### config.mk
export PLATFORM = sky130hd
export DESIGN_NAME = trap_interrupt_status_control
export DESIGN_NICKNAME = d
export VERILOG_FILES = /design/src/trap_ctrl_pkg.sv /design/src/trap_interrupt_status_control.sv
export SDC_FILE = /design/constraint.sdc
export NUM_CORES = 1
export LEC_CHECK = 0
export ABC_AREA = 1
export BUFFER_PORTS_ARGS = -buffer_cell sky130_fd_sc_hd__buf_4
export CAP_MARGIN = 40
export CORE_ASPECT_RATIO = 0.9
export CORE_UTILIZATION = 40
export CTS_CLUSTER_SIZE = 25
export DETAILED_ROUTE_END_ITERATION = 7
export SYNTH_ARGS = -nofsm -noshare
export SYNTH_HDL_FRONTEND = slang
export SYNTH_SLANG_ARGS = --single-unit
export TNS_END_PERCENT = 30
### constraint.sdc
create_clock -name sys_clk -period 1.8 [get_ports sys_clk]
set_clock_uncertainty 0.15 [all_clocks]
set_input_delay 0.18 -clock sys_clk [delete_from_list [all_inputs] [get_ports sys_clk]]
set_output_delay 0.18 -clock sys_clk [all_outputs]
set_load 0.005 [all_outputs]
### src/trap_ctrl_pkg.sv
package trap_ctrl_pkg;
  localparam int ADDR_W = 3;
  localparam int DATA_W = 16;

  // register offsets on the plain register port
  localparam logic [2:0] OFS_TRAP_STATUS_CONTROL_ONE    = 3'h0;
  localparam logic [2:0] OFS_GLOBAL_ENABLE_EDGE_CONTROL = 3'h1;
  localparam logic [2:0] OFS_SOFT_TRAP_STATUS           = 3'h2;
  localparam logic [2:0] OFS_HARD_TRAP_SOFTWARE_STATUS  = 3'h3;
  localparam logic [2:0] OFS_PENDING_VECTOR_LEVEL       = 3'h4;
  localparam logic [2:0] OFS_EVENT_STATUS               = 3'h5;
  localparam logic [2:0] OFS_EVENT_MASK                 = 3'h6;

  // field positions
  localparam int POS_ADDRESS_FAULT   = 3;
  localparam int POS_STACK_FAULT     = 2;
  localparam int POS_CLOCK_FAILURE   = 1;
  localparam int POS_GLOBAL_ENABLE   = 15;
  localparam int POS_TIMED_DISABLE   = 14;
  localparam int POS_SOFTWARE_TRAP   = 13;
  localparam int POS_EXT_POLARITY    = 0;
  localparam int POS_DMA_SOFT_FAULT  = 5;
  localparam int POS_LOOP_OVERFLOW   = 4;
  localparam int POS_SOFT_HARD_FAULT = 0;
  localparam int POS_NEW_LEVEL       = 8;
  localparam int POS_VECTOR          = 0;

  // event status / mask bit positions
  localparam int EV_ADDRESS = 0;
  localparam int EV_STACK   = 1;
  localparam int EV_CLOCK   = 2;
  localparam int EV_DMA     = 3;
  localparam int EV_LOOP    = 4;
  localparam int EV_SOFTHW  = 5;
  localparam int EV_EXT     = 6;
  localparam int EV_COUNT   = 9;

  // values after reset
  localparam logic       RST_GLOBAL_ENABLE = 1'b1;
  localparam logic [2:0] RST_EXT_POLARITY  = 3'h0;
  localparam logic [7:0] RST_VECTOR        = 8'h00;
  localparam logic [3:0] RST_LEVEL         = 4'h0;

  // trap and interrupt vector codes
  localparam logic [7:0] VEC_CLOCK_FAIL   = 8'h00;
  localparam logic [7:0] VEC_ADDRESS      = 8'h01;
  localparam logic [7:0] VEC_HARD_GENERIC = 8'h02;
  localparam logic [7:0] VEC_STACK        = 8'h03;
  localparam logic [7:0] VEC_MATH         = 8'h04;
  localparam logic [7:0] VEC_DMA          = 8'h05;
  localparam logic [7:0] VEC_SOFT_GENERIC = 8'h06;
  localparam logic [7:0] VEC_EXT_IRQ_ZERO = 8'h08;
  localparam logic [7:0] VEC_CAPTURE_ONE  = 8'h09;
  localparam logic [7:0] VEC_RESERVED_TOP = 8'hFF;

  // level reported while a trap owns the pending register
  localparam logic [3:0] TRAP_LEVEL = 4'hF;
endpackage

### src/trap_interrupt_status_control.sv
`timescale 1ns/1ps
module trap_interrupt_status_control
(
  input  wire logic                           sys_clk,
  input  wire logic                           reset,
  input  wire logic [trap_ctrl_pkg::ADDR_W-1:0] reg_addr,
  input  wire logic [trap_ctrl_pkg::DATA_W-1:0] reg_wdata,
  input  wire logic                           reg_write,
  input  wire logic                           reg_read,
  output logic      [trap_ctrl_pkg::DATA_W-1:0] reg_rdata,
  input  wire logic                           address_fault_event,
  input  wire logic                           stack_fault_event,
  input  wire logic                           clock_failure_event,
  input  wire logic                           dma_address_fault_event,
  input  wire logic                           loop_overflow_event,
  input  wire logic                           soft_hard_fault_event,
  input  wire logic                           timed_disable_in,
  input  wire logic                           priority_level_msb,
  input  wire logic [2:0]                     status_priority_bits,
  input  wire logic                           pending_valid,
  input  wire logic [7:0]                     pending_vector_in,
  input  wire logic [3:0]                     pending_level_in,
  input  wire logic [2:0]                     ext_irq_pin,
  output logic      [2:0]                     ext_irq_request,
  output logic                                trap_request,
  output logic                                interrupt_request,
  output logic      [3:0]                     cpu_priority_level,
  output logic                                irq
);
  import trap_ctrl_pkg::*;

  // sticky trap flags
  logic       address_fault_flag;
  logic       stack_fault_flag;
  logic       clock_failure_flag;
  logic       dma_address_soft_fault;
  logic       loop_stack_overflow_flag;
  logic       soft_generated_hard_fault;
  // control bits
  logic       global_irq_enable;
  logic       timed_disable_active;
  logic       software_trap_enable;
  logic [2:0] ext_irq_polarity;
  // pending vector register
  logic [3:0] new_priority_level;
  logic [7:0] pending_vector_number;
  // interrupt status and mask
  logic [EV_COUNT-1:0] event_status;
  logic [EV_COUNT-1:0] event_mask;
  // external input synchronisers
  logic [2:0] ext_sync1;
  logic [2:0] ext_sync2;
  logic [2:0] ext_prev;

  logic                wr_tsc1;
  logic                wr_geec;
  logic                wr_sts;
  logic                wr_htss;
  logic                wr_evs;
  logic                wr_evm;
  logic                soft_hard_taken;
  logic                any_trap;
  logic [2:0]          ext_edge;
  logic [3:0]          effective_level;
  logic [EV_COUNT-1:0] event_hits;

  // set beats a simultaneous software clear
  function automatic logic flag_next(input logic flag, input logic ev,
                                     input logic wr, input logic wbit);
    flag_next = ev | (wr ? wbit : flag);
  endfunction

  always_comb begin
    wr_tsc1 = reg_write && (reg_addr == OFS_TRAP_STATUS_CONTROL_ONE);
    wr_geec = reg_write && (reg_addr == OFS_GLOBAL_ENABLE_EDGE_CONTROL);
    wr_sts  = reg_write && (reg_addr == OFS_SOFT_TRAP_STATUS);
    wr_htss = reg_write && (reg_addr == OFS_HARD_TRAP_SOFTWARE_STATUS);
    wr_evs  = reg_write && (reg_addr == OFS_EVENT_STATUS);
    wr_evm  = reg_write && (reg_addr == OFS_EVENT_MASK);
  end

  // the software trap only counts while its enable bit is set
  assign soft_hard_taken = soft_hard_fault_event && software_trap_enable;

  assign any_trap = address_fault_event || stack_fault_event || clock_failure_event ||
                    dma_address_fault_event || loop_overflow_event || soft_hard_taken;

  assign effective_level = {priority_level_msb, status_priority_bits};

  always_comb begin
    for (int i = 0; i < 3; i++) begin
      if (ext_irq_polarity[i]) begin
        ext_edge[i] = ext_prev[i] && !ext_sync2[i];
      end else begin
        ext_edge[i] = !ext_prev[i] && ext_sync2[i];
      end
    end
  end

  always_comb begin
    event_hits              = '0;
    event_hits[EV_ADDRESS]  = address_fault_event;
    event_hits[EV_STACK]    = stack_fault_event;
    event_hits[EV_CLOCK]    = clock_failure_event;
    event_hits[EV_DMA]      = dma_address_fault_event;
    event_hits[EV_LOOP]     = loop_overflow_event;
    event_hits[EV_SOFTHW]   = soft_hard_taken;
    event_hits[EV_EXT+:3]   = ext_edge;
  end

  // highest urgency trap wins the vector
  function automatic logic [7:0] trap_vector(input logic clk_f, input logic adr_f,
                                             input logic hard_f, input logic stk_f,
                                             input logic dma_f);
    if (clk_f) begin
      trap_vector = VEC_CLOCK_FAIL;
    end else if (adr_f) begin
      trap_vector = VEC_ADDRESS;
    end else if (hard_f) begin
      trap_vector = VEC_HARD_GENERIC;
    end else if (stk_f) begin
      trap_vector = VEC_STACK;
    end else if (dma_f) begin
      trap_vector = VEC_DMA;
    end else begin
      trap_vector = VEC_SOFT_GENERIC;
    end
  endfunction

  // trap status flags
  always_ff @(posedge sys_clk) begin
    if (reset) begin
      address_fault_flag        <= 1'b0;
      stack_fault_flag          <= 1'b0;
      clock_failure_flag        <= 1'b0;
      dma_address_soft_fault    <= 1'b0;
      loop_stack_overflow_flag  <= 1'b0;
      soft_generated_hard_fault <= 1'b0;
    end else begin
      address_fault_flag <= flag_next(address_fault_flag, address_fault_event, wr_tsc1,
                                      reg_wdata[POS_ADDRESS_FAULT]);
      stack_fault_flag   <= flag_next(stack_fault_flag, stack_fault_event, wr_tsc1,
                                      reg_wdata[POS_STACK_FAULT]);
      clock_failure_flag <= flag_next(clock_failure_flag, clock_failure_event, wr_tsc1,
                                      reg_wdata[POS_CLOCK_FAILURE]);
      dma_address_soft_fault <= flag_next(dma_address_soft_fault, dma_address_fault_event,
                                          wr_sts, reg_wdata[POS_DMA_SOFT_FAULT]);
      loop_stack_overflow_flag <= flag_next(loop_stack_overflow_flag, loop_overflow_event,
                                            wr_sts, reg_wdata[POS_LOOP_OVERFLOW]);
      soft_generated_hard_fault <= flag_next(soft_generated_hard_fault, soft_hard_taken,
                                             wr_htss, reg_wdata[POS_SOFT_HARD_FAULT]);
    end
  end

  // control bits; the timed disable status mirrors the core
  always_ff @(posedge sys_clk) begin
    if (reset) begin
      global_irq_enable    <= RST_GLOBAL_ENABLE;
      software_trap_enable <= 1'b0;
      ext_irq_polarity     <= RST_EXT_POLARITY;
      timed_disable_active <= 1'b0;
    end else begin
      timed_disable_active <= timed_disable_in;
      if (wr_geec) begin
        global_irq_enable    <= reg_wdata[POS_GLOBAL_ENABLE];
        software_trap_enable <= reg_wdata[POS_SOFTWARE_TRAP];
        ext_irq_polarity     <= reg_wdata[POS_EXT_POLARITY+:3];
      end
    end
  end

  // two flops before any logic reads the pins
  always_ff @(posedge sys_clk) begin
    if (reset) begin
      ext_sync1 <= 3'h0;
      ext_sync2 <= 3'h0;
      ext_prev  <= 3'h0;
    end else begin
      ext_sync1 <= ext_irq_pin;
      ext_sync2 <= ext_sync1;
      ext_prev  <= ext_sync2;
    end
  end

  // pending vector and level; traps take the register over interrupts
  always_ff @(posedge sys_clk) begin
    if (reset) begin
      pending_vector_number <= RST_VECTOR;
      new_priority_level    <= RST_LEVEL;
    end else if (any_trap) begin
      pending_vector_number <= trap_vector(clock_failure_event, address_fault_event,
                                           soft_hard_taken, stack_fault_event,
                                           dma_address_fault_event);
      new_priority_level    <= TRAP_LEVEL;
    end else if (pending_valid && pending_vector_in != VEC_RESERVED_TOP) begin
      pending_vector_number <= pending_vector_in;
      new_priority_level    <= pending_level_in;
    end
  end

  // requests to the core
  always_ff @(posedge sys_clk) begin
    if (reset) begin
      trap_request       <= 1'b0;
      interrupt_request  <= 1'b0;
      ext_irq_request    <= 3'h0;
      cpu_priority_level <= RST_LEVEL;
    end else begin
      trap_request       <= any_trap;
      // a disabled global enable blocks interrupt_request only, not traps, ext_irq_request or irq
      interrupt_request  <= pending_valid && global_irq_enable &&
                            pending_vector_in != VEC_RESERVED_TOP &&
                            pending_level_in > effective_level;
      ext_irq_request    <= ext_edge;
      cpu_priority_level <= effective_level;
    end
  end

  // sticky event status, write one to clear, set wins
  always_ff @(posedge sys_clk) begin
    if (reset) begin
      event_status <= '0;
      event_mask   <= '0;
      irq          <= 1'b0;
    end else begin
      event_status <= event_hits | (event_status &
                      ~(wr_evs ? reg_wdata[EV_COUNT-1:0] : {EV_COUNT{1'b0}}));
      if (wr_evm) begin
        event_mask <= reg_wdata[EV_COUNT-1:0];
      end
      irq <= |(event_status & event_mask);
    end
  end

  // read port; unimplemented bits and unmapped offsets read zero
  always_ff @(posedge sys_clk) begin
    if (reset) begin
      reg_rdata <= '0;
    end else if (reg_read) begin
      reg_rdata <= '0;
      case (reg_addr)
        OFS_TRAP_STATUS_CONTROL_ONE: begin
          reg_rdata[POS_ADDRESS_FAULT] <= address_fault_flag;
          reg_rdata[POS_STACK_FAULT]   <= stack_fault_flag;
          reg_rdata[POS_CLOCK_FAILURE] <= clock_failure_flag;
        end
        OFS_GLOBAL_ENABLE_EDGE_CONTROL: begin
          reg_rdata[POS_GLOBAL_ENABLE]      <= global_irq_enable;
          reg_rdata[POS_TIMED_DISABLE]      <= timed_disable_active;
          reg_rdata[POS_SOFTWARE_TRAP]      <= software_trap_enable;
          reg_rdata[POS_EXT_POLARITY+:3]    <= ext_irq_polarity;
        end
        OFS_SOFT_TRAP_STATUS: begin
          reg_rdata[POS_DMA_SOFT_FAULT] <= dma_address_soft_fault;
          reg_rdata[POS_LOOP_OVERFLOW]  <= loop_stack_overflow_flag;
        end
        OFS_HARD_TRAP_SOFTWARE_STATUS: begin
          reg_rdata[POS_SOFT_HARD_FAULT] <= soft_generated_hard_fault;
        end
        OFS_PENDING_VECTOR_LEVEL: begin
          reg_rdata[POS_NEW_LEVEL+:4] <= new_priority_level;
          reg_rdata[POS_VECTOR+:8]    <= pending_vector_number;
        end
        OFS_EVENT_STATUS: begin
          reg_rdata[EV_COUNT-1:0] <= event_status;
        end
        OFS_EVENT_MASK: begin
          reg_rdata[EV_COUNT-1:0] <= event_mask;
        end
        default: begin
          reg_rdata <= '0;
        end
      endcase
    end
  end
endmodule

==> impl_metrics.ini <==
[run_status]
status = complete, no violations

[critical_path]
critical_path_endpoint_category = flip-flop
worst-setup-path-type = in2reg
timing.critical_path.fanout_max = 10
critical_path_arrival_ps = 1720
critical_path_required_ps = 1850
critical_path.startpoint_type = primary input

[detailed_routing]
avgViaCountPerCell = 4.91
detailedRoute.firstPassIterationCount = 5
aggregate_routed_wire_length_um = 8580
drt_drc_violations_left = 0
detailroute.via_count = 3229
antenna_left = 0
dr.first_iter.drc_count = 165
detail_route.wl_per_cell_um = 13.0

[synth]
synth_top_cell_area_share = 0.467
synthTopCellsByArea = sky130_fd_sc_hd__dfxtp_1, sky130_fd_sc_hd__nand2_1, sky130_fd_sc_hd__o21ai_0
yosys_most_used_dff = sky130_fd_sc_hd__dfxtp_1
synth_seq_area_share = 0.467
synth_area_per_cell_um2 = 7.12
netlist_top_cells_count = sky130_fd_sc_hd__nand2_1, sky130_fd_sc_hd__dfxtp_1, sky130_fd_sc_hd__inv_1, sky130_fd_sc_hd__o21ai_0, sky130_fd_sc_hd__a21oi_1
synth-adder-area-share = 0.0154
ys_types = 23
asyncSetResetFlopFracSynth = 0
dominant_combinational_cell_family_by_area_after_synthesis = simple AND/OR/NAND/NOR gates
post-synth-top-area-cell = sky130_fd_sc_hd__dfxtp_1
yosys_warnings = 0
synth-edff-count = 0
synth-compound-area-share = 0.153
synth_area_um2 = 3260
synth_nets = 511
synth_xor_area_frac = 0
muxShareOfSynthArea = 0
yosysMostFrequentCell = sky130_fd_sc_hd__nand2_1
post_synth_inst_count = 457
synth_simple_gate_area_frac = 0.269
synth-seq-cells = 76

[cells_and_area]
layout-area-overhead-vs-synth_pct = 36.3
num-nets-final = 611
post_route_cells_drive_above_1_share = 0.183
post-route-util = 0.577
fillerInstances = 749
antenna_cells_inserted = 0
layout.cells.non_filler = 658
area_of_the_multi_input_gates_um2 = 1430
regArea_um2 = 1520

[min_path]
hold_path.class = in2reg

[global_routing]
total_grt_overflow = 0
number_of_global_route_vias_before_repair = 3026
largest_net_degree_at_the_start_of_global_routing = 53
globalRouteTotalUtil = 0.214
first_pass_grt_wire_length_um = 14300
grt_antenna_before_repair = 0

[timing]
timing.final.hold_violations = 0
min_period_ps = 1660
fmax_mhz = 601
report.final.setup_viol = 0
max_slew_margin = 0.644
totalNegativeSetupSlack_ps = 0
slew_viol_final = 0
finalWorstSetupSlack_ps = 137
rsz0062_at_grt = no
hold_slack_ps = 17.8
final_min_period_over_clock_period = 0.924
tightest_slew_ps = 534

[clocking]
cts-htree-levels = 3
cts_buffers = 9
ctsRootBufferMaster = sky130_fd_sc_hd__clkbuf_8
tritoncts_num_sinks = 76
clock_tree.buffer_depth = 2
tritoncts = yes
worst_skew_pair.late_latency_ps = 340
worst_setup_hold_path_clk_slew_ps = 80

[floorplan]
floorplan.initialDensity = 0.423
placement_rows = 30
io_pins = 76
die_w_um = 97.1
floorplan.die.height_um = 87.6
core_um2 = 7690
die_area_um2 = 8500

[place]
placed_instance_count = 609
routabilityCongestion = 0.827
dp_hpwl_um = 6060
port_buffers = 69
pre_cts_slack_ps = 200

[pwr]
pwr_density_cell_nw_per_um2 = 887
vdd.ir_drop.worst_uv = 472
static-leakage-power_nw = 2.03

[flow_run]
maxCapViolCount = 0
[layout by cell type, fill, tap and decap left out, types with 4 or more instances in the layout]
cell type and count:
sky130_fd_sc_hd__nand3_1 36, sky130_fd_sc_hd__o21ai_0 50, sky130_fd_sc_hd__ha_1 4, sky130_fd_sc_hd__a21oi_1 44, sky130_fd_sc_hd__dlygate4sd3_1 33, sky130_fd_sc_hd__nor2_2 5
sky130_fd_sc_hd__nor2_1 36, sky130_fd_sc_hd__buf_4 75, sky130_fd_sc_hd__inv_1 50, sky130_fd_sc_hd__clkbuf_8 13, sky130_fd_sc_hd__nand2_1 112, sky130_fd_sc_hd__dfxtp_1 76
sky130_fd_sc_hd__nand4_1 9
[through the flow]
step	cell area (um2)	power (mW)
floorplan	3260	2.04
global placement	3830	2.22
detailed placement	3830	2.23
CTS	4430	3.97
global route	4440	4.12
finish	4440	3.94
[logic make-up (layout without fill, tap and decap cells)]
logic type,after synthesis,after routing
buf+inv,73,178
fa+ha+maj,4,4
compound gates,98,98
flops,76,76
other cells,1,1
simple gates,205,205
[critical path, cell delays in order]
cell	delay (ps)
sky130_fd_sc_hd__dlygate4sd3_1	530
sky130_fd_sc_hd__buf_4	140
sky130_fd_sc_hd__nor2_2	150
sky130_fd_sc_hd__nand2_1	80
sky130_fd_sc_hd__nor2_2	150
sky130_fd_sc_hd__buf_4	180
sky130_fd_sc_hd__nor2_1	70
sky130_fd_sc_hd__inv_1	130
sky130_fd_sc_hd__o21ai_0	100
[state kept, by name (all words and copies together) (netlist names)]
signal	flops
address_fault_flag	1
ext_prev	3
soft_generated_hard_fault	1
new_priority_level	4
reg_rdata	15
ext_sync1	3
timed_disable_active	1
ext_sync2	3
pending_vector_number	8
global_irq_enable	1
software_trap_enable	1
interrupt_request	1
trap_request	1
event_mask	9
ext_irq_request	3
loop_stack_overflow_flag	1
clock_failure_flag	1
dma_address_soft_fault	1
ext_irq_polarity	3
cpu_priority_level	4
event_status	9
irq	1
stack_fault_flag	1
[power by group]
part | total [mW] | switching [mW] | internal (mW)
Sequential | 1.80 | 0.0408 | 1.76
Combinational | 0.448 | 0.229 | 0.219
Clock | 1.69 | 0.617 | 1.07
[final timing paths]
path / endpoint / start / depth (start not counted) / slack, ps
setup reg to reg: new_priority_level[0]$_SDFFE_PP0P_ / software_trap_enable$_SDFFE_PP0P_ / 7 / 370
hold reg to reg: ext_sync2[2]$_SDFF_PP0_ / ext_sync1[2]$_SDFF_PP0_ / 2 / 250
setup / recovery: new_priority_level[0]$_SDFFE_PP0P_ / address_fault_event / 9 / 140
hold / removal: pending_vector_number[2]$_SDFFE_PP0P_ / pending_vector_in[2] / 5 / 20
[routing by layer]
metal	global-route usage	wire length [um]	part of all wire	vias to the layer above
li1	-	-	-	1669
met1	0.270	3900	0.45	1440
met2	0.357	3980	0.46	103
met3	0.0567	515	0.060	17
met4	0.0801	190	0.022	0
met5	0	0	0	-
[cell type report]
class / instances / area share
Timing Repair Buffer: 108 / 0.201
Tap cell: 96 / 0.0271
Multi-Input combinational cell: 308 / 0.322
Clock inverter: 3 / 0.0203
Inverter: 54 / 0.0457
Sequential cell: 76 / 0.343
Clock buffer: 13 / 0.0403
[timing repair]
item,4_1_cts,5_1_grt
buffers inserted,0,0
gates resized for setup,0,1
hold buffers,33,0
setup endpoints to repair,0,5
hold endpoints to repair,40,0
(Power assumes the default switching activity.)
